## src/verilog/aspc_params.svh

```systemverilog
// register offsets, field positions, reset values and timing counts
`ifndef ASPC_PARAMS_SVH
`define ASPC_PARAMS_SVH

// register offsets (byte-wide; the data offset reads the receive buffer and writes the transmit holding buffer)
`define ASPC_OFS_DATA    2'h0
`define ASPC_OFS_INTCTL  2'h1
`define ASPC_OFS_LINE    2'h2
`define ASPC_OFS_STATUS  2'h3

// interrupt control fields
`define ASPC_IC_RXFULL_EN  0
`define ASPC_IC_TXEMPTY_EN 1
`define ASPC_IC_STATUS_EN  2
`define ASPC_IC_STATUS_FLAG 7

// line format fields
`define ASPC_LF_LEN_LO   0
`define ASPC_LF_TWOSTOP  2
`define ASPC_LF_PAREN    3
`define ASPC_LF_EVEN     4
`define ASPC_LF_STUFFEN  5
`define ASPC_LF_BREAK    6
`define ASPC_LF_STUFFVAL 7

// condition register fields
`define ASPC_ST_RXFULL   0
`define ASPC_ST_OVERRUN  1
`define ASPC_ST_PARERR   2
`define ASPC_ST_FRAMERR  3
`define ASPC_ST_BREAK    4
`define ASPC_ST_TXEMPTY  5
`define ASPC_ST_UNDERRUN 6
`define ASPC_ST_RXPAR    7

// reset values
`define ASPC_RST_INTCTL  5'h00
`define ASPC_RST_LINE    8'h03
`define ASPC_RST_STATUS  8'h20

// oversampling: last tick of a bit (16 ticks per bit) and last tick to mid start bit
`define ASPC_TICK_LAST   4'hf
`define ASPC_TICK_MID    4'h7

`endif

```

## src/verilog/aspc_pkg.sv

```systemverilog
// types and shared helpers of the serial port control block
package aspc_pkg;

    typedef enum logic [2:0] {
        SER_IDLE,
        SER_START,
        SER_DATA,
        SER_PARITY,
        SER_STOP
    } aspc_ser_e;

    typedef struct packed {
        aspc_ser_e   state;
        logic [3:0]  tick;
        logic [2:0]  bitIdx;
        logic [7:0]  shift;
        logic        parBit;
        logic [1:0]  len;
        logic        parEn;
        logic        twoStop;
        logic        stopDone;
        logic        line;
        logic        take;
        logic        done;
    } aspc_tx_s;

    typedef struct packed {
        logic        rxS1;
        logic        rxS2;
        logic        rxPrev;
        aspc_ser_e   rxState;
        logic [3:0]  rxTick;
        logic [2:0]  rxBit;
        logic [7:0]  rxShift;
        logic        rxPar;
        logic        rxLow;
        logic [7:0]  rxBuf;
        logic [7:0]  stat;
        logic [4:0]  intCtl;
        logic        statFlag;
        logic [7:0]  lineFmt;
        logic [7:0]  txHold;
        logic [7:0]  rdData;
        logic        serialOut;
        logic        rxIrq;
        logic        txIrq;
    } aspc_top_s;

    // data bits beyond the word length are zeroed
    function automatic logic [7:0] maskWord(input logic [7:0] d,
                                            input logic [1:0] len);
        logic [7:0] m;
        m = 8'hff >> (3'd3 - {1'b0, len});
        return d & m;
    endfunction

    // parity bit to send: stuffed value, even or odd
    function automatic logic parityOf(input logic [7:0] d,
                                      input logic [1:0] len,
                                      input logic       even,
                                      input logic       stuffEn,
                                      input logic       stuffVal);
        logic p;
        p = ^maskWord(d, len);
        if (stuffEn) begin
            return stuffVal;
        end
        return even ? p : ~p;
    endfunction

endpackage

```

## src/verilog/aspc_tx.sv

```systemverilog
// transmit shifter: start, data lsb first, parity, stop bits
`timescale 1ns/10ps
`include "aspc_params.svh"

module aspc_tx (
    // clock and reset
    input  wire logic       sys_clk,
    input  wire logic       rst_n,
    input  wire logic       clkEn,
    input  wire logic       sampleTick,
    // holding buffer side
    input  wire logic       loadValid,
    input  wire logic [7:0] loadData,
    output logic            take,
    output logic            done,
    // format
    input  wire logic [7:0] lineFmt,
    // serial line
    output logic            line
);

    aspc_pkg::aspc_tx_s st_ff;
    aspc_pkg::aspc_tx_s nxt_st;
    logic               bitEnd;
    logic [2:0]         lastBit;

    assign take = st_ff.take;
    assign done = st_ff.done;
    assign line = st_ff.line;

    always_comb begin
        nxt_st      = st_ff;
        nxt_st.take = 1'b0;
        nxt_st.done = 1'b0;
        bitEnd      = sampleTick && (st_ff.tick == `ASPC_TICK_LAST);
        lastBit     = 3'd4 + {1'b0, st_ff.len};
        if (sampleTick) begin
            nxt_st.tick = st_ff.tick + 4'h1;
        end
        case (st_ff.state)
            aspc_pkg::SER_IDLE: begin
                nxt_st.line = 1'b1;
                nxt_st.tick = 4'h0;
                if (loadValid) begin
                    nxt_st.take    = 1'b1;
                    nxt_st.state   = aspc_pkg::SER_START;
                    nxt_st.line    = 1'b0;
                    nxt_st.len     = lineFmt[`ASPC_LF_LEN_LO +: 2];
                    nxt_st.parEn   = lineFmt[`ASPC_LF_PAREN];
                    nxt_st.twoStop = lineFmt[`ASPC_LF_TWOSTOP];
                    nxt_st.shift   = aspc_pkg::maskWord(loadData,
                                         lineFmt[`ASPC_LF_LEN_LO +: 2]);
                    nxt_st.parBit  = aspc_pkg::parityOf(loadData,
                                         lineFmt[`ASPC_LF_LEN_LO +: 2],
                                         lineFmt[`ASPC_LF_EVEN],
                                         lineFmt[`ASPC_LF_STUFFEN],
                                         lineFmt[`ASPC_LF_STUFFVAL]);
                end
            end
            aspc_pkg::SER_START: begin
                if (bitEnd) begin
                    nxt_st.state  = aspc_pkg::SER_DATA;
                    nxt_st.bitIdx = 3'd0;
                    nxt_st.line   = st_ff.shift[0];
                end
            end
            aspc_pkg::SER_DATA: begin
                if (bitEnd) begin
                    nxt_st.bitIdx = st_ff.bitIdx + 3'd1;
                    nxt_st.line   = st_ff.shift[st_ff.bitIdx + 3'd1];
                    if (st_ff.bitIdx == lastBit) begin
                        nxt_st.stopDone = 1'b0;
                        if (st_ff.parEn) begin
                            nxt_st.state = aspc_pkg::SER_PARITY;
                            nxt_st.line  = st_ff.parBit;
                        end else begin
                            nxt_st.state = aspc_pkg::SER_STOP;
                            nxt_st.line  = 1'b1;
                        end
                    end
                end
            end
            aspc_pkg::SER_PARITY: begin
                if (bitEnd) begin
                    nxt_st.state = aspc_pkg::SER_STOP;
                    nxt_st.line  = 1'b1;
                end
            end
            aspc_pkg::SER_STOP: begin
                nxt_st.line = 1'b1;
                if (bitEnd) begin
                    if (st_ff.twoStop && !st_ff.stopDone) begin
                        nxt_st.stopDone = 1'b1;
                    end else begin
                        nxt_st.state = aspc_pkg::SER_IDLE;
                        nxt_st.done  = 1'b1;
                    end
                end
            end
            default: begin
                nxt_st.state = aspc_pkg::SER_IDLE;
            end
        endcase
    end

    always_ff @(posedge sys_clk or negedge rst_n) begin
        if (!rst_n) begin
            st_ff       <= '0;
            st_ff.state <= aspc_pkg::SER_IDLE;
            st_ff.line  <= 1'b1;
        end else if (clkEn) begin
            st_ff <= nxt_st;
        end
    end

endmodule

```

## src/verilog/aspc_uart_top.sv

```systemverilog
// serial port registers, receiver, status flags and interrupts
//
// What this block does
// - status flag set by errors or break change
// - status flag raises receive interrupt when enabled
// - transmit interrupt while holding buffer empty
// - receive interrupt while receive buffer full
// - stuffing sends line bit 7 as parity
// - break bit forces transmit line low
// - even parity when selected, else odd
// - parity enable adds and checks parity bit
// - two stop bits when bit 2 set
// - bits 1:0 pick five to eight bits
// - full flag set on load, cleared by read
// - overrun on overwrite, cleared by buffer read
// - parity error until good parity arrives
// - framing error until valid stop arrives
// - break while low start through stop
// - transmit empty flag cleared by buffer write
// - underrun when shifter drained, line held high
// - received parity bit copied to bit 7
// - one address: read receive, write transmit
// - interrupt bits 4:0 writable, rest read-only
// - all registers eight bits wide
//
// The address-and-strobe port and the register addresses were left to the implementer.
`timescale 1ns/10ps
`include "aspc_params.svh"

module aspc_uart_top (
    // clock, reset, enable
    input  wire logic       sys_clk,
    input  wire logic       rst_n,
    input  wire logic       clkEn,
    // 16x bit-rate tick from the baud generator
    input  wire logic       sampleTick,
    // register port
    input  wire logic [1:0] regAddr,
    input  wire logic [7:0] regWrData,
    input  wire logic       regWr,
    input  wire logic       regRd,
    output logic      [7:0] regRdData,
    // dma read of the receive buffer
    input  wire logic       dmaRxRd,
    // serial line
    input  wire logic       serialIn,
    output logic            serialOut,
    // interrupts and buffer flags
    output logic            rxIrq,
    output logic            txIrq,
    output logic            rxFull,
    output logic            txEmpty
);

    aspc_pkg::aspc_top_s st_ff;
    aspc_pkg::aspc_top_s nxt_st;

    logic       txTake;
    logic       txDone;
    logic       txLine;
    logic       bitEnd;
    logic       rxEvt;
    logic       rxStopOk;
    logic       rxBrk;
    logic       rxExpPar;
    logic [7:0] rxWord;
    logic [2:0] rxLastBit;
    logic       dataRd;
    logic       dataWr;
    logic       bufRead;
    logic       rise31;

    assign regRdData = st_ff.rdData;
    assign serialOut = st_ff.serialOut;
    assign rxIrq     = st_ff.rxIrq;
    assign txIrq     = st_ff.txIrq;
    assign rxFull    = st_ff.stat[`ASPC_ST_RXFULL];
    assign txEmpty   = st_ff.stat[`ASPC_ST_TXEMPTY];

    ////////////////////////////////////////////////////////////////////////
    // transmitter

    aspc_tx u_tx (
        .sys_clk    (sys_clk),
        .rst_n      (rst_n),
        .clkEn      (clkEn),
        .sampleTick (sampleTick),
        .loadValid  (!st_ff.stat[`ASPC_ST_TXEMPTY]),
        .loadData   (st_ff.txHold),
        .take       (txTake),
        .done       (txDone),
        .lineFmt    (st_ff.lineFmt),
        .line       (txLine)
    );

    ////////////////////////////////////////////////////////////////////////
    // next state

    always_comb begin
        nxt_st    = st_ff;
        rxEvt     = 1'b0;
        rxStopOk  = 1'b0;
        rxBrk     = 1'b0;
        bitEnd    = sampleTick && (st_ff.rxTick == `ASPC_TICK_LAST);
        rxLastBit = 3'd4 + {1'b0, st_ff.lineFmt[`ASPC_LF_LEN_LO +: 2]};
        rxWord    = aspc_pkg::maskWord(st_ff.rxShift,
                        st_ff.lineFmt[`ASPC_LF_LEN_LO +: 2]);
        rxExpPar  = aspc_pkg::parityOf(rxWord,
                        st_ff.lineFmt[`ASPC_LF_LEN_LO +: 2],
                        st_ff.lineFmt[`ASPC_LF_EVEN],
                        st_ff.lineFmt[`ASPC_LF_STUFFEN],
                        st_ff.lineFmt[`ASPC_LF_STUFFVAL]);
        dataRd    = regRd && (regAddr == `ASPC_OFS_DATA);
        dataWr    = regWr && (regAddr == `ASPC_OFS_DATA);
        bufRead   = dataRd || dmaRxRd;

        // input synchroniser; only the second and third stages are looked at
        nxt_st.rxS1   = serialIn;
        nxt_st.rxS2   = st_ff.rxS1;
        nxt_st.rxPrev = st_ff.rxS2;

        // receiver
        if (sampleTick) begin
            nxt_st.rxTick = st_ff.rxTick + 4'h1;
        end
        case (st_ff.rxState)
            aspc_pkg::SER_IDLE: begin
                nxt_st.rxTick = 4'h0;
                if (st_ff.rxPrev && !st_ff.rxS2) begin
                    nxt_st.rxState = aspc_pkg::SER_START;
                    nxt_st.rxLow   = 1'b1;
                end
            end
            aspc_pkg::SER_START: begin
                // reject glitches shorter than half a bit
                if (sampleTick && (st_ff.rxTick == `ASPC_TICK_MID)) begin
                    nxt_st.rxTick = 4'h0;
                    nxt_st.rxBit  = 3'd0;
                    if (st_ff.rxS2) begin
                        nxt_st.rxState = aspc_pkg::SER_IDLE;
                    end else begin
                        nxt_st.rxState = aspc_pkg::SER_DATA;
                    end
                end
            end
            aspc_pkg::SER_DATA: begin
                if (bitEnd) begin
                    nxt_st.rxShift[st_ff.rxBit] = st_ff.rxS2;
                    nxt_st.rxLow = st_ff.rxLow & ~st_ff.rxS2;
                    nxt_st.rxBit = st_ff.rxBit + 3'd1;
                    if (st_ff.rxBit == rxLastBit) begin
                        if (st_ff.lineFmt[`ASPC_LF_PAREN]) begin
                            nxt_st.rxState = aspc_pkg::SER_PARITY;
                        end else begin
                            nxt_st.rxState = aspc_pkg::SER_STOP;
                        end
                    end
                end
            end
            aspc_pkg::SER_PARITY: begin
                if (bitEnd) begin
                    nxt_st.rxPar   = st_ff.rxS2;
                    nxt_st.rxLow   = st_ff.rxLow & ~st_ff.rxS2;
                    nxt_st.rxState = aspc_pkg::SER_STOP;
                end
            end
            aspc_pkg::SER_STOP: begin
                if (bitEnd) begin
                    rxEvt          = 1'b1;
                    rxStopOk       = st_ff.rxS2;
                    rxBrk          = st_ff.rxLow & ~st_ff.rxS2;
                    nxt_st.rxState = aspc_pkg::SER_IDLE;
                end
            end
            default: begin
                nxt_st.rxState = aspc_pkg::SER_IDLE;
            end
        endcase

        ////////////////////////////////////////////////////////////////////
        // receive status; a set in the same cycle beats a clear

        if (bufRead) begin
            nxt_st.stat[`ASPC_ST_RXFULL]  = 1'b0;
            nxt_st.stat[`ASPC_ST_OVERRUN] = 1'b0;
        end
        if (st_ff.rxS2) begin
            nxt_st.stat[`ASPC_ST_BREAK] = 1'b0;
        end
        if (rxEvt) begin
            nxt_st.rxBuf = rxWord;
            nxt_st.stat[`ASPC_ST_RXFULL] = 1'b1;
            if (st_ff.stat[`ASPC_ST_RXFULL]) begin
                nxt_st.stat[`ASPC_ST_OVERRUN] = 1'b1;
            end
            nxt_st.stat[`ASPC_ST_FRAMERR] = ~rxStopOk;
            if (st_ff.lineFmt[`ASPC_LF_PAREN]) begin
                nxt_st.stat[`ASPC_ST_PARERR] =
                    (st_ff.rxPar != rxExpPar);
                nxt_st.stat[`ASPC_ST_RXPAR] = st_ff.rxPar;
            end
            if (rxBrk) begin
                nxt_st.stat[`ASPC_ST_BREAK] = 1'b1;
            end
        end

        ////////////////////////////////////////////////////////////////////
        // transmit status

        if (txTake) begin
            nxt_st.stat[`ASPC_ST_TXEMPTY] = 1'b1;
        end
        if (dataWr) begin
            nxt_st.txHold = regWrData;
            nxt_st.stat[`ASPC_ST_TXEMPTY]  = 1'b0;
            nxt_st.stat[`ASPC_ST_UNDERRUN] = 1'b0;
        end
        if (txDone && st_ff.stat[`ASPC_ST_TXEMPTY]) begin
            nxt_st.stat[`ASPC_ST_UNDERRUN] = 1'b1;
        end

        ////////////////////////////////////////////////////////////////////
        // register writes and reads

        if (regWr && (regAddr == `ASPC_OFS_INTCTL)) begin
            nxt_st.intCtl = regWrData[4:0];
        end
        if (regWr && (regAddr == `ASPC_OFS_LINE)) begin
            nxt_st.lineFmt = regWrData;
        end

        nxt_st.rdData = 8'h00;
        if (regRd) begin
            case (regAddr)
                `ASPC_OFS_DATA:   nxt_st.rdData = st_ff.rxBuf;
                `ASPC_OFS_INTCTL: nxt_st.rdData =
                    {st_ff.statFlag, 2'b00, st_ff.intCtl};
                `ASPC_OFS_LINE:   nxt_st.rdData = st_ff.lineFmt;
                `ASPC_OFS_STATUS: nxt_st.rdData = st_ff.stat;
                default:          nxt_st.rdData = 8'h00;
            endcase
        end

        ////////////////////////////////////////////////////////////////////
        // status interrupt flag; cleared by reading the condition register

        rise31 = |(nxt_st.stat[3:1] & ~st_ff.stat[3:1]);
        if (regRd && (regAddr == `ASPC_OFS_STATUS)) begin
            nxt_st.statFlag = 1'b0;
        end
        if (rise31 || (nxt_st.stat[`ASPC_ST_BREAK] !=
                       st_ff.stat[`ASPC_ST_BREAK])) begin
            nxt_st.statFlag = 1'b1;
        end

        // interrupt outputs from the updated flags
        nxt_st.rxIrq =
            (nxt_st.intCtl[`ASPC_IC_STATUS_EN] & nxt_st.statFlag) |
            (nxt_st.intCtl[`ASPC_IC_RXFULL_EN] &
             nxt_st.stat[`ASPC_ST_RXFULL]);
        nxt_st.txIrq = nxt_st.intCtl[`ASPC_IC_TXEMPTY_EN] &
                       nxt_st.stat[`ASPC_ST_TXEMPTY];

        // break overrides whatever the shifter drives
        nxt_st.serialOut = st_ff.lineFmt[`ASPC_LF_BREAK] ? 1'b0 : txLine;
    end

    ////////////////////////////////////////////////////////////////////////
    // state register

    always_ff @(posedge sys_clk or negedge rst_n) begin
        if (!rst_n) begin
            st_ff           <= '0;
            st_ff.rxS1      <= 1'b1;
            st_ff.rxS2      <= 1'b1;
            st_ff.rxPrev    <= 1'b1;
            st_ff.rxState   <= aspc_pkg::SER_IDLE;
            st_ff.stat      <= `ASPC_RST_STATUS;
            st_ff.intCtl    <= `ASPC_RST_INTCTL;
            st_ff.lineFmt   <= `ASPC_RST_LINE;
            st_ff.serialOut <= 1'b1;
        end else if (clkEn) begin
            st_ff <= nxt_st;
        end
    end

endmodule
```

## config.mk

```make
export PLATFORM = sky130hd
export DESIGN_NAME = aspc_uart_top
export DESIGN_NICKNAME = d
export VERILOG_FILES = /design/src/verilog/aspc_pkg.sv /design/src/verilog/aspc_tx.sv /design/src/verilog/aspc_uart_top.sv
export VERILOG_INCLUDE_DIRS = /design/src /design/src/verilog
export SDC_FILE = /design/constraint.sdc
export NUM_CORES = 1
export LEC_CHECK = 0
export BUFFER_PORTS_ARGS = -buffer_cell sky130_fd_sc_hd__buf_2
export CORE_UTILIZATION = 26
export CTS_CLUSTER_DIAMETER = 50
export DETAILED_ROUTE_END_ITERATION = 16
export GPL_ROUTABILITY_DRIVEN = 0
export PLACE_DENSITY_LB_ADDON = 0.2
export SLEW_MARGIN = 10
export SYNTH_ARGS = -nofsm -noshare
export SYNTH_HDL_FRONTEND = slang
export SYNTH_HIERARCHICAL = 1
export SYNTH_SLANG_ARGS = --single-unit
```

## constraint.sdc

```tcl
create_clock -name sys_clk -period 2.45 [get_ports sys_clk]
set_input_delay 0.49 -clock sys_clk [delete_from_list [all_inputs] [get_ports sys_clk]]
set_output_delay 0.49 -clock sys_clk [all_outputs]
set_load 0.03 [all_outputs]
```

# Yosys cells after proc, flatten, opt, wreduce, memory -nomap -nowiden
# Cells that the tools add are included.
# word_totals
word_cells	217
regBits	99
out_inout_bits	13
inputBits	18
# classes
eq_ne	32
mux	79
shift	1
n_reduce_logical	46
n_lt_le_gt_ge	3
addsub	7
bitwise_logic	15
# op_table
op	count
two-way mux 3 bit	17
two-way mux 1 bit	37
one-hot mux 8 bit (4 select lines)	1
one-hot mux 3 bit (5 select lines)	2
bitwise AND 8 bit	3
inequality test 2 bit (second input constant)	8
parity 8 bit	2
== test 3 x 2 -> 1 bit (second input constant)	4
logical AND 1 bit	12
two-way mux 2 bit	6
two-way mux 4 bit	3
inequality test 2 x 1 -> 1 bit (second input constant)	6
one-hot mux 3 bit (2 select lines)	2
AND reduction 2 bit	6
AND reduction 3 bit	4
two-way mux 11 bit	1
two-way mux 10 bit	1
AND reduction 5 bit	2
nonzero test 2 bit	5
adder 4 x 1 -> 4 bit (second input constant)	2
bitwise mux 8 bit	1
== test 4 bit (second input constant)	2
less-than comparator 3 x 4 -> 1 bit (second input constant)	2
two-way mux 8 bit	1
35 further kinds	53

# Logic depth before layout (Yosys ltp)
# Gate-level depths: netlist of run 1.
# depth
ltp_word	17
ltp_mapped	9
mapped_depth_nobuf	7

# Modules after synthesis
# The synthesis of run 1 kept the hierarchy.
# modules_own_cells
module	cells_per_inst	instances	seq_area_each_um2	area_per_inst_um2
aspc_uart_top	326	1	1810.5	3673.5
aspc_tx	151	1	676.9	1562.7

# Worst setup path after synthesis of run 1
# OpenSTA, ideal clock, no wires.
# synth_path
kind	register to register
startpoint	reg, netlist name st_ff[62]
endpoint	reg (tool-made name)
setup_time_ns	0.125
path_buffers	0
synth_period_minus_slack_ns	1.951
path_slack_ns	0.499
required_time_ns	2.325
path_stages_with_launch	8
t_arrival_ns	1.826
path_cell_list	dfrtp_1 > ha_1 > nand4_2 > or2_1 > nor3_1 > nand2_1 > nor3b_1 > mux2_2

==> metrics.sh, run 1 <==
LAYOUT_MIN_CYCLE_TIME_NS=2.25
PIN_COUNT_OF_THE_BIGGEST_NET_ENTERING_GLOBAL_ROUTING=100
CRITPATHMAXFANOUT=7
ROUTED_VIA_DENSITY=4.69
LAYOUT_COMMONEST_CELL='dfrtp_1'
SYN_AVG_CELL_AREA_SQ_UM=11.0
STATUS='completed'
START_UTIL_PCT=26.7
NUMBER_OF_PORTS_PLACED_ON_THE_DIE_BOUNDARY=31
YOSYS_MOST_USED_DFF='dfrtp_1'
REPORT.POWER.TOTAL_mW=4.81
CTS_SETUP_BUFFERS=0
GRT_PASS1_WL_UM=20300
ANTENNA_FOUND_INITIAL=0
SLOWEST_STAGE_DELAY_ON_CRITICAL_PATH_NS=0.38
WORST_HOLD_SLACK_NS=0.185
SETUP_VIOL=0
LAYOUT.CELLS.MOST_COMMON_LIST='dfrtp_1 (91), o21ai_0 (46), mux2_2 (46)'
SYNTH_TO_LAYOUT_AREA_GROWTH_PCT=12.5
SYN-CELL-AREA_SQ_MM=0.00524
LEAKAGEPOWER_nW=2.53
FIRST_GLOBAL_VIAS=3582
WORSTREGTOREGCELLS=7
ROWS=51
SETUP_TOTAL_NEGATIVE_SLACK_NS=0
MAX_CLOCK_FREQ_MHz=445
PORTBUFFERS=30
TIGHTESTPINTRANSITION_NS=0.562
SHARE_OF_THE_YOSYS_CHIP_AREA_BELONGING_TO_REGISTERS_PCT=47.5
REGISTER_AREA_SQ_MM=0.00249
CRIT_FAMILY='simple AND/OR/NAND/NOR gates'
ENDPOINT_KIND='flop'
POST_DP_CELL_AREA_SQ_MM=0.00563
WORST_SKEW_PAIR.LATE_LATENCY_NS=0.35
CTSHOLDBUFFERS=0
CTS_RESIZED=0
DIE_AREA_SQ_MM=0.0207
SYNTH-WARNING-COUNT=6
SYNTHESIS.INSTANCES=477
AREA_OF_THE_MULTI_INPUT_GATES_SQ_MM=0.00247
WORST_VDD_DROP_mV=0.337
TRITONCTS='done'
CHIPHEIGHT_UM=144
CRIT_CHAIN='ha_1, nand4_2, or2_1, nor3_1, nand2_1, nor3b_1, mux2_2'
SYNTH.DISTINCT_CELLS=73
NUMBER_OF_NETS_WITH_ANTENNA_VIOLATIONS_AFTER_ROUTING=0
SETUP_REPAIR_AFTER_GLOBAL_ROUTING_MISSED_ITS_MARGIN='false'
SYNTH_ENABLE_FLOP_CELLS=0
DRTITER0DRC=254
MIN_PERIOD_OVER_PERIOD_PCT=91.7
WORST_SETUP_HOLD_PATH_CLK_SLEW_NS=0.06
DETAILEDROUTE.FIRSTPASSITERATIONCOUNT=7
ASYNC_RESET_FF_SHARE_PCT=100
CTS-ROOT-TO-SINK-BUFFERS=2
FINAL-MAX-SLEW-VIOLATION-COUNT=0
CLASS_OF_THE_MOST_CRITICAL_SETUP_PATH='reg -> reg'
TRITONCTS.NUM_BUFFERS=9
POST-ROUTE-CELL-AREA_SQ_MM=0.00589
INSERTEDDIODECOUNT=0
CTSHTREEMAXLEVEL=3
PLACEABLECOREAREA_SQ_MM=0.0196
GRT_REMAINING_OVERFLOW=0
SYNTH.NET_COUNT=499
YS_FF_LATCH=99
STARTPOINT_TYPE='flop'
DIE_WIDTH_UM=144
TIMING.MAX_CAP.VIOLATIONS=0
POST-SYNTH-TOP-AREA-FRACTION_PCT=43.5
CRITPATHARRIVALTIME_NS=2.48
FIN_SKEW_NS=0.00848
CRITICAL_PATH_DATA_REQUIRED_TIME_NS=2.68
WORSTHOLDPATHTYPE='in -> async'
FINAL_CELLS=766
DR_TOTAL_VIAS=3594
GRT_USAGE_PCT=13.0
POWERDENSITY_mW_PER_MM2=817
NNETSFINAL=518
R2R_SETUP_SLACK_NS=0.20
SYNTH_AREA_LEADER_CELL='dfrtp_1'
DRT-WIRELENGTH-PER-CELL_UM=16.1
PLACE_HPWL_UM=8920
REMAINING_DRC_ERRORS=0
FILL_CELLS=2025
PLACED_CELLS_INCL_TAPS=750
CELL_AT_THE_ROOT_OF_THE_CLOCK_TREE='clkbuf_16'
DETAIL_ROUTE.WIRELENGTH_UM=12300
TIMING.FINAL.HOLD_VIOLATIONS=0
SLEW_LIMIT_HEADROOM_PCT=62.5
CP.BUFFERS_INVERTERS=0
DRIVE_GT1_SHARE_PCT=27.1
SLOWEST_CP_CELL='dfrtp_1'
CTS_NUM_SINKS=99
R2R_START='st_ff[62]'
SYNTH.TOP_CELLS.BY_AREA='dfrtp_1 (43%), mux2_2 (9.9%), o21ai_0 (4.4%)'
[synthesized netlist by cell type (5+ instances only)]
master    instances
nor2_1           16
dfstp_2           8
o21ai_0          46
xnor2_1          12
dfrtp_1          91
a21oi_1          17
inv_1            21
xor2_1            5
mux2_2           46
nand4_1           5
mux4_2            8
buf_4             9
nor3_1            5
nand2_1          45
o211ai_1          5
nand3b_1          8
clkbuf_1         16
nand3_1          19
mux2i_1           6
[power breakdown]
part,switching (mW),leakage (nW),internal (mW)
logic,0.604,1.13,0.599
registers,0.339,1.28,1.96
clock network,0.587,0.125,0.720
[worst reg2reg max path: stages, from the launching register on]
cell	delay, ns
dfrtp_1	0.38
ha_1	0.30
nand4_2	0.24
or2_1	0.31
nor3_1	0.16
nand2_1	0.13
nor3b_1	0.25
mux2_2	0.36
[state kept, by name, summed over array words and instances (netlist names), named ones only]
name / cells
u_tx/st_ff: 24
nxt_st: 2
regRdData: 8
u_tx/line: 1
rxIrq: 1
st_ff: 49
rxFull: 1
serialOut: 1
txEmpty: 1
u_tx/take: 1
txIrq: 1
u_tx/done: 1
[routing by layer]
layer	part of all wire (%)	wire length, um	GRT usage, %
met2	45	5520	19.6
met3	3.4	413	2.23
met1	50	6200	18.6
met4	1.2	153	4.87
met5	0	0	0
[stage by stage]
step                      utilization, %  worst slack (ns)
after global routing                30.1         0.0000795
after detailed placement            28.7             0.219
final                               30.1             0.203
after CTS                           30.1             0.202
after floorplan                        -             0.499
after global placement              28.7             0.286
[logic make-up after synthesis]
| group | synth area share (%) |
|---|---|
| flops | 47.5 |
| compound gates | 11.6 |
| fa+ha+maj | 0.956 |
| mux | 16.2 |
| simple gates | 14.5 |
| xor+xnor | 4.01 |
| buf+inv | 5.28 |
[worst max path at each step]
stage	from	to	slack (ns)	cells after the start
after global routing	st_ff[62]	flop	0.00008	7
after floorplan	st_ff[62]	flop	0.50	7
after detailed placement	st_ff[62]	flop	0.22	7
final	st_ff[62]	flop	0.20	7
after CTS	st_ff[62]	flop	0.20	7
after global placement	st_ff[62]	flop	0.29	7
[final cells by class]
class / count / share of cell area [%]
inverter: 22 / 1.40
tap: 265 / 5.63
sequential: 99 / 42.2
clock buffer: 16 / 4.44
timing repair buffer: 42 / 4.33
multi-input combinational: 322 / 42.0
Power figures use the tool's default switching activity.
==> inputs of run 2 (changes only) <==
Settings changed: ABC_AREA from default to 1, RECOVER_POWER from default to 50.
==> metrics.sh, run 2 <==
SYN-CELL-AREA_SQ_MM=0.00522  # was 0.00524 sq mm
MIN_PERIOD_OVER_PERIOD_PCT=74.4  # was 91.7%
POST_SYNTH_MUX_AREA_SHARE_PCT=0.766  # was 16.2%
PLACEABLECOREAREA_SQ_MM=0.0196  # unchanged
POST_DP_CELL_AREA_SQ_MM=0.00564  # was 0.00563 sq mm
INSERTEDDIODECOUNT=0  # unchanged
LAYOUT_MIN_CYCLE_TIME_NS=1.82  # was 2.25 ns
SYNTH.MOST_COMMON_CELL='nand2_1'  # was dfrtp_1
SYNTH_TO_LAYOUT_AREA_GROWTH_PCT=12.6  # was 12.5%
TRITONCTS.NUM_BUFFERS=9  # unchanged
REMAINING_DRC_ERRORS=0  # unchanged
PORTBUFFERS=30  # unchanged
DP_WORST_SETUP_SLACK_NS=0.541  # was 0.219 ns
TIMING.FINAL.HOLD_VIOLATIONS=0  # unchanged
CRITPATHMAXFANOUT=13  # was 7
LEAKAGEPOWER_nW=2.82  # was 2.53 nW
SHARE_OF_THE_YOSYS_CHIP_AREA_BELONGING_TO_REGISTERS_PCT=47.6  # was 47.5%
CHIPHEIGHT_UM=144  # about the same
LAYOUT.CELLS.MOST_COMMON_LIST='nand2_1 (174), dfrtp_1 (91), inv_1 (66)'  # was dfrtp_1 (91), o21ai_0 (46), mux2_2 (46)
TRITONCTS='done'  # unchanged
PATH_COMMON_CELL='inv_2'
SETUP_REPAIR_AFTER_GLOBAL_ROUTING_MISSED_ITS_MARGIN='false'  # unchanged
GRT_REMAINING_OVERFLOW=0  # unchanged
REPORT.POWER.TOTAL_mW=5.33  # was 4.81 mW
WORST_HOLD_SLACK_NS=0.0673  # was 0.185 ns
R2R_SETUP_SLACK_NS=0.63  # was 0.20 ns
GRT_USAGE_PCT=14.1  # was 13.0%
WORST_SKEW_PAIR.LATE_LATENCY_NS=0.35  # about the same
PLACE_HPWL_UM=10500  # was 8920 um
CRIT_FAMILY='simple AND/OR/NAND/NOR gates'  # unchanged
GRT_PASS1_WL_UM=22300  # was 20300 um
DRT-WIRELENGTH-PER-CELL_UM=14.2  # was 16.1 um
CP-STARTPOINT='st_ff[62]'  # unchanged
ROWS=51  # unchanged
YOSYS.AREA_SHARE.SIMPLE_PCT=23.8  # was 14.5%
SYNTH.TOP_CELLS.BY_COUNT='nand2_1 (174), dfrtp_1 (91), inv_1 (64)'  # was dfrtp_1 (91), mux2_2 (46), o21ai_0 (46)
STATUS='completed'  # unchanged
YOSYS.AREA_SHARE.XOR_XNOR_PCT=1.68  # was 4.01%
REG2REG_TO='st_ff[40]'
SLOWEST_CP_CELL='dfrtp_1'  # unchanged
DIE_WIDTH_UM=144  # about the same
CELL_AT_THE_ROOT_OF_THE_CLOCK_TREE='clkbuf_16'  # unchanged
DETAIL_ROUTE.WIRELENGTH_UM=13300  # was 12300 um
CRITICAL_PATH_DATA_REQUIRED_TIME_NS=2.69  # was 2.68 ns
POST_SYNTH_FA_HA_MAJ_AREA_FRACTION_PCT=0.958  # was 0.956%
POST-SYNTH-TOP-AREA-FRACTION_PCT=43.6  # was 43.5%
SLOWEST_STAGE_DELAY_ON_CRITICAL_PATH_NS=0.39  # was 0.38 ns
CTS_SETUP_BUFFERS=0  # unchanged
MAX_FLOP_REGISTER='st_ff'  # unchanged
TIMING.CRITICAL_PATH.DEPTH=12  # was 7
CRITPATHARRIVALTIME_NS=2.07  # was 2.48 ns
FIRST_GLOBAL_VIAS=4349  # was 3582
YOSYS_MOST_USED_DFF='dfrtp_1'  # unchanged
MAX_CLOCK_FREQ_MHz=549  # was 445 MHz
POWERDENSITY_mW_PER_MM2=907  # was 817 mW/mm^2
PLACED_CELLS_INCL_TAPS=924  # was 750
NUMBER_OF_NETS_WITH_ANTENNA_VIOLATIONS_AFTER_ROUTING=0  # unchanged
FINAL_CORE_UTILIZATION_PCT=30.0  # was 30.1%
SYN_AVG_CELL_AREA_SQ_UM=8.12  # was 11.0 sq um
SETUP_TOTAL_NEGATIVE_SLACK_NS=0  # unchanged
SYNTH.TOP_CELLS.BY_AREA='dfrtp_1 (44%), nand2_1 (13%), inv_1 (4.6%)'  # was dfrtp_1 (43%), mux2_2 (9.9%), o21ai_0 (4.4%)
CRITICAL_PATH_DESTINATION='st_ff[40]'
SYNTH_TOP_FAMILY_BY_AREA='simple AND/OR/NAND/NOR gates'  # was multiplexers
SLEW_LIMIT_HEADROOM_PCT=26.0  # was 62.5%
WORST_SETUP_HOLD_PATH_CLK_SLEW_NS=0.07  # was 0.06 ns
FINAL_CELLS=940  # was 766
DR_TOTAL_VIAS=4271  # was 3594
CRIT_CHAIN='ha_1, nand3_1, nor2_2, inv_2, nor2_4, inv_2, nor2_8, inv_2, nor2_2, inv_2, nand2_1, o21ai_1'  # was ha_1, nand4_2, or2_1, nor3_1, nand2_1, nor3b_1, mux2_2
ENDPOINT_KIND='flop'  # unchanged
STARTPOINT_TYPE='flop'  # unchanged
CTS_RESIZED=0  # unchanged
CTS_NUM_SINKS=99  # unchanged
WORSTHOLDPATHTYPE='in -> async'  # unchanged
SYNTH_AREA_LEADER_CELL='dfrtp_1'  # unchanged
SYNTH_ENABLE_FLOP_CELLS=0  # unchanged
START_UTIL_PCT=26.7  # about the same
DETAILEDROUTE.FIRSTPASSITERATIONCOUNT=4  # was 7
SYNTH.DISTINCT_CELLS=48  # was 73
ROUTED_VIA_DENSITY=4.54  # was 4.69
DRIVE_GT1_SHARE_PCT=17.2  # was 27.1%
CTSHOLDBUFFERS=0  # unchanged
FINAL-MAX-SLEW-VIOLATION-COUNT=0  # unchanged
TIMING.MAX_CAP.VIOLATIONS=0  # unchanged
DIE_AREA_SQ_MM=0.0207  # about the same
NNETSFINAL=692  # was 518
LARGEST_REGISTER_FF_COUNT=49  # unchanged
SYNTH.NET_COUNT=665  # was 499
ANTENNA_FOUND_INITIAL=0  # unchanged
FIN_SKEW_NS=0.00509  # was 0.00848 ns
NUMBER_OF_PORTS_PLACED_ON_THE_DIE_BOUNDARY=31  # unchanged
FINAL.SETUP.WORST_SLACK_NS=0.627  # was 0.203 ns
R2R_START='st_ff[62]'  # unchanged
LAYOUT_COMMONEST_CELL='nand2_1'  # was dfrtp_1
WORSTREGTOREGCELLS=12  # was 7
ASYNC_RESET_FF_SHARE_PCT=100  # unchanged
SYNTH-WARNING-COUNT=6  # unchanged
CTSHTREEMAXLEVEL=3  # unchanged
PIN_COUNT_OF_THE_BIGGEST_NET_ENTERING_GLOBAL_ROUTING=35  # was 100
CTS-ROOT-TO-SINK-BUFFERS=2  # unchanged
SYNTH-COMPOUND-AREA-SHARE_PCT=16.4  # was 11.6%
SYNTHESIS.INSTANCES=643  # was 477
CLASS_OF_THE_MOST_CRITICAL_SETUP_PATH='reg -> reg'  # unchanged
CP.BUFFERS_INVERTERS=4  # was 0
WORST_VDD_DROP_mV=0.305  # was 0.337 mV
POST-ROUTE-CELL-AREA_SQ_MM=0.00588  # was 0.00589 sq mm
DRTITER0DRC=218  # was 254
SETUP_VIOL=0  # unchanged
TIGHTESTPINTRANSITION_NS=1.11  # was 0.562 ns
YS_FF_LATCH=99  # unchanged
-- run 2: changes by cell type after synthesis, moves of 8 or more --
cell      previous run  this run
o21ai_1              2        34
mux2_2              46         0
nand2_1             45       174
o21ai_0             46        31
inv_2                1        22
mux4_2               8         0
nand3_1             19        28
xnor2_1             12         2
inv_1               21        64
clkbuf_1            16         3
nor2_1              16        41
-- run 2: logic make-up (layout without fill, tap and decap cells) --
group                      count (synthesis)  in the layout
buffers and inverters                    108            140
xor gates and xnor gates                  10             10
muxes                                      3              3
adders and majority gates                  4              4
and+or+nand+nor                          279            279
DFF                                       99             99
AOI/OAI and AO/OA                        140            140
-- run 2: final cells by class --
type | instances | area (sq um)
Clock buffer | 10 | 239
Clock inverter | 6 | 40.0
Fill cell | 2101 | 13700
Inverter | 88 | 330
Multi-Input combinational cell | 436 | 2270
Sequential cell | 99 | 2490
Tap cell | 265 | 332
Timing Repair Buffer | 36 | 184
-- run 2: worst min-delay path by stage --
stage                     from              to  slack (ns)  depth (start not counted)
finish                   rst_n  u_tx/st_ff[17]        0.07                          1
global route             rst_n  u_tx/st_ff[25]        0.11                          1
CTS                      rst_n  u_tx/st_ff[25]         0.1                          1
detailed placement  nxt_st[70]      nxt_st[70]        0.46                          2
global placement    nxt_st[70]      nxt_st[70]        0.45                          2
floorplan                rst_n       async pin        0.19                          0
-- run 2: per-layer routing --
| metal | up-vias | global-route usage (%) | share of wire, % |
|---|---|---|---|
| li1 | 2148 | - | - |
| met1 | 2064 | 17.8 | 46 |
| met2 | 42 | 24.0 | 49 |
| met3 | 17 | 2.87 | 3.0 |
| met4 | 0 | 4.54 | 1.6 |
| met5 | - | 0 | 0 |
-- run 2: where the power goes --
part           leakage [nW]  internal [mW]  switching (mW)  total, mW
sequential             1.24           2.02           0.348       2.37
clock                 0.139          0.716           0.636       1.35
combinational          1.44          0.574            1.04       1.61
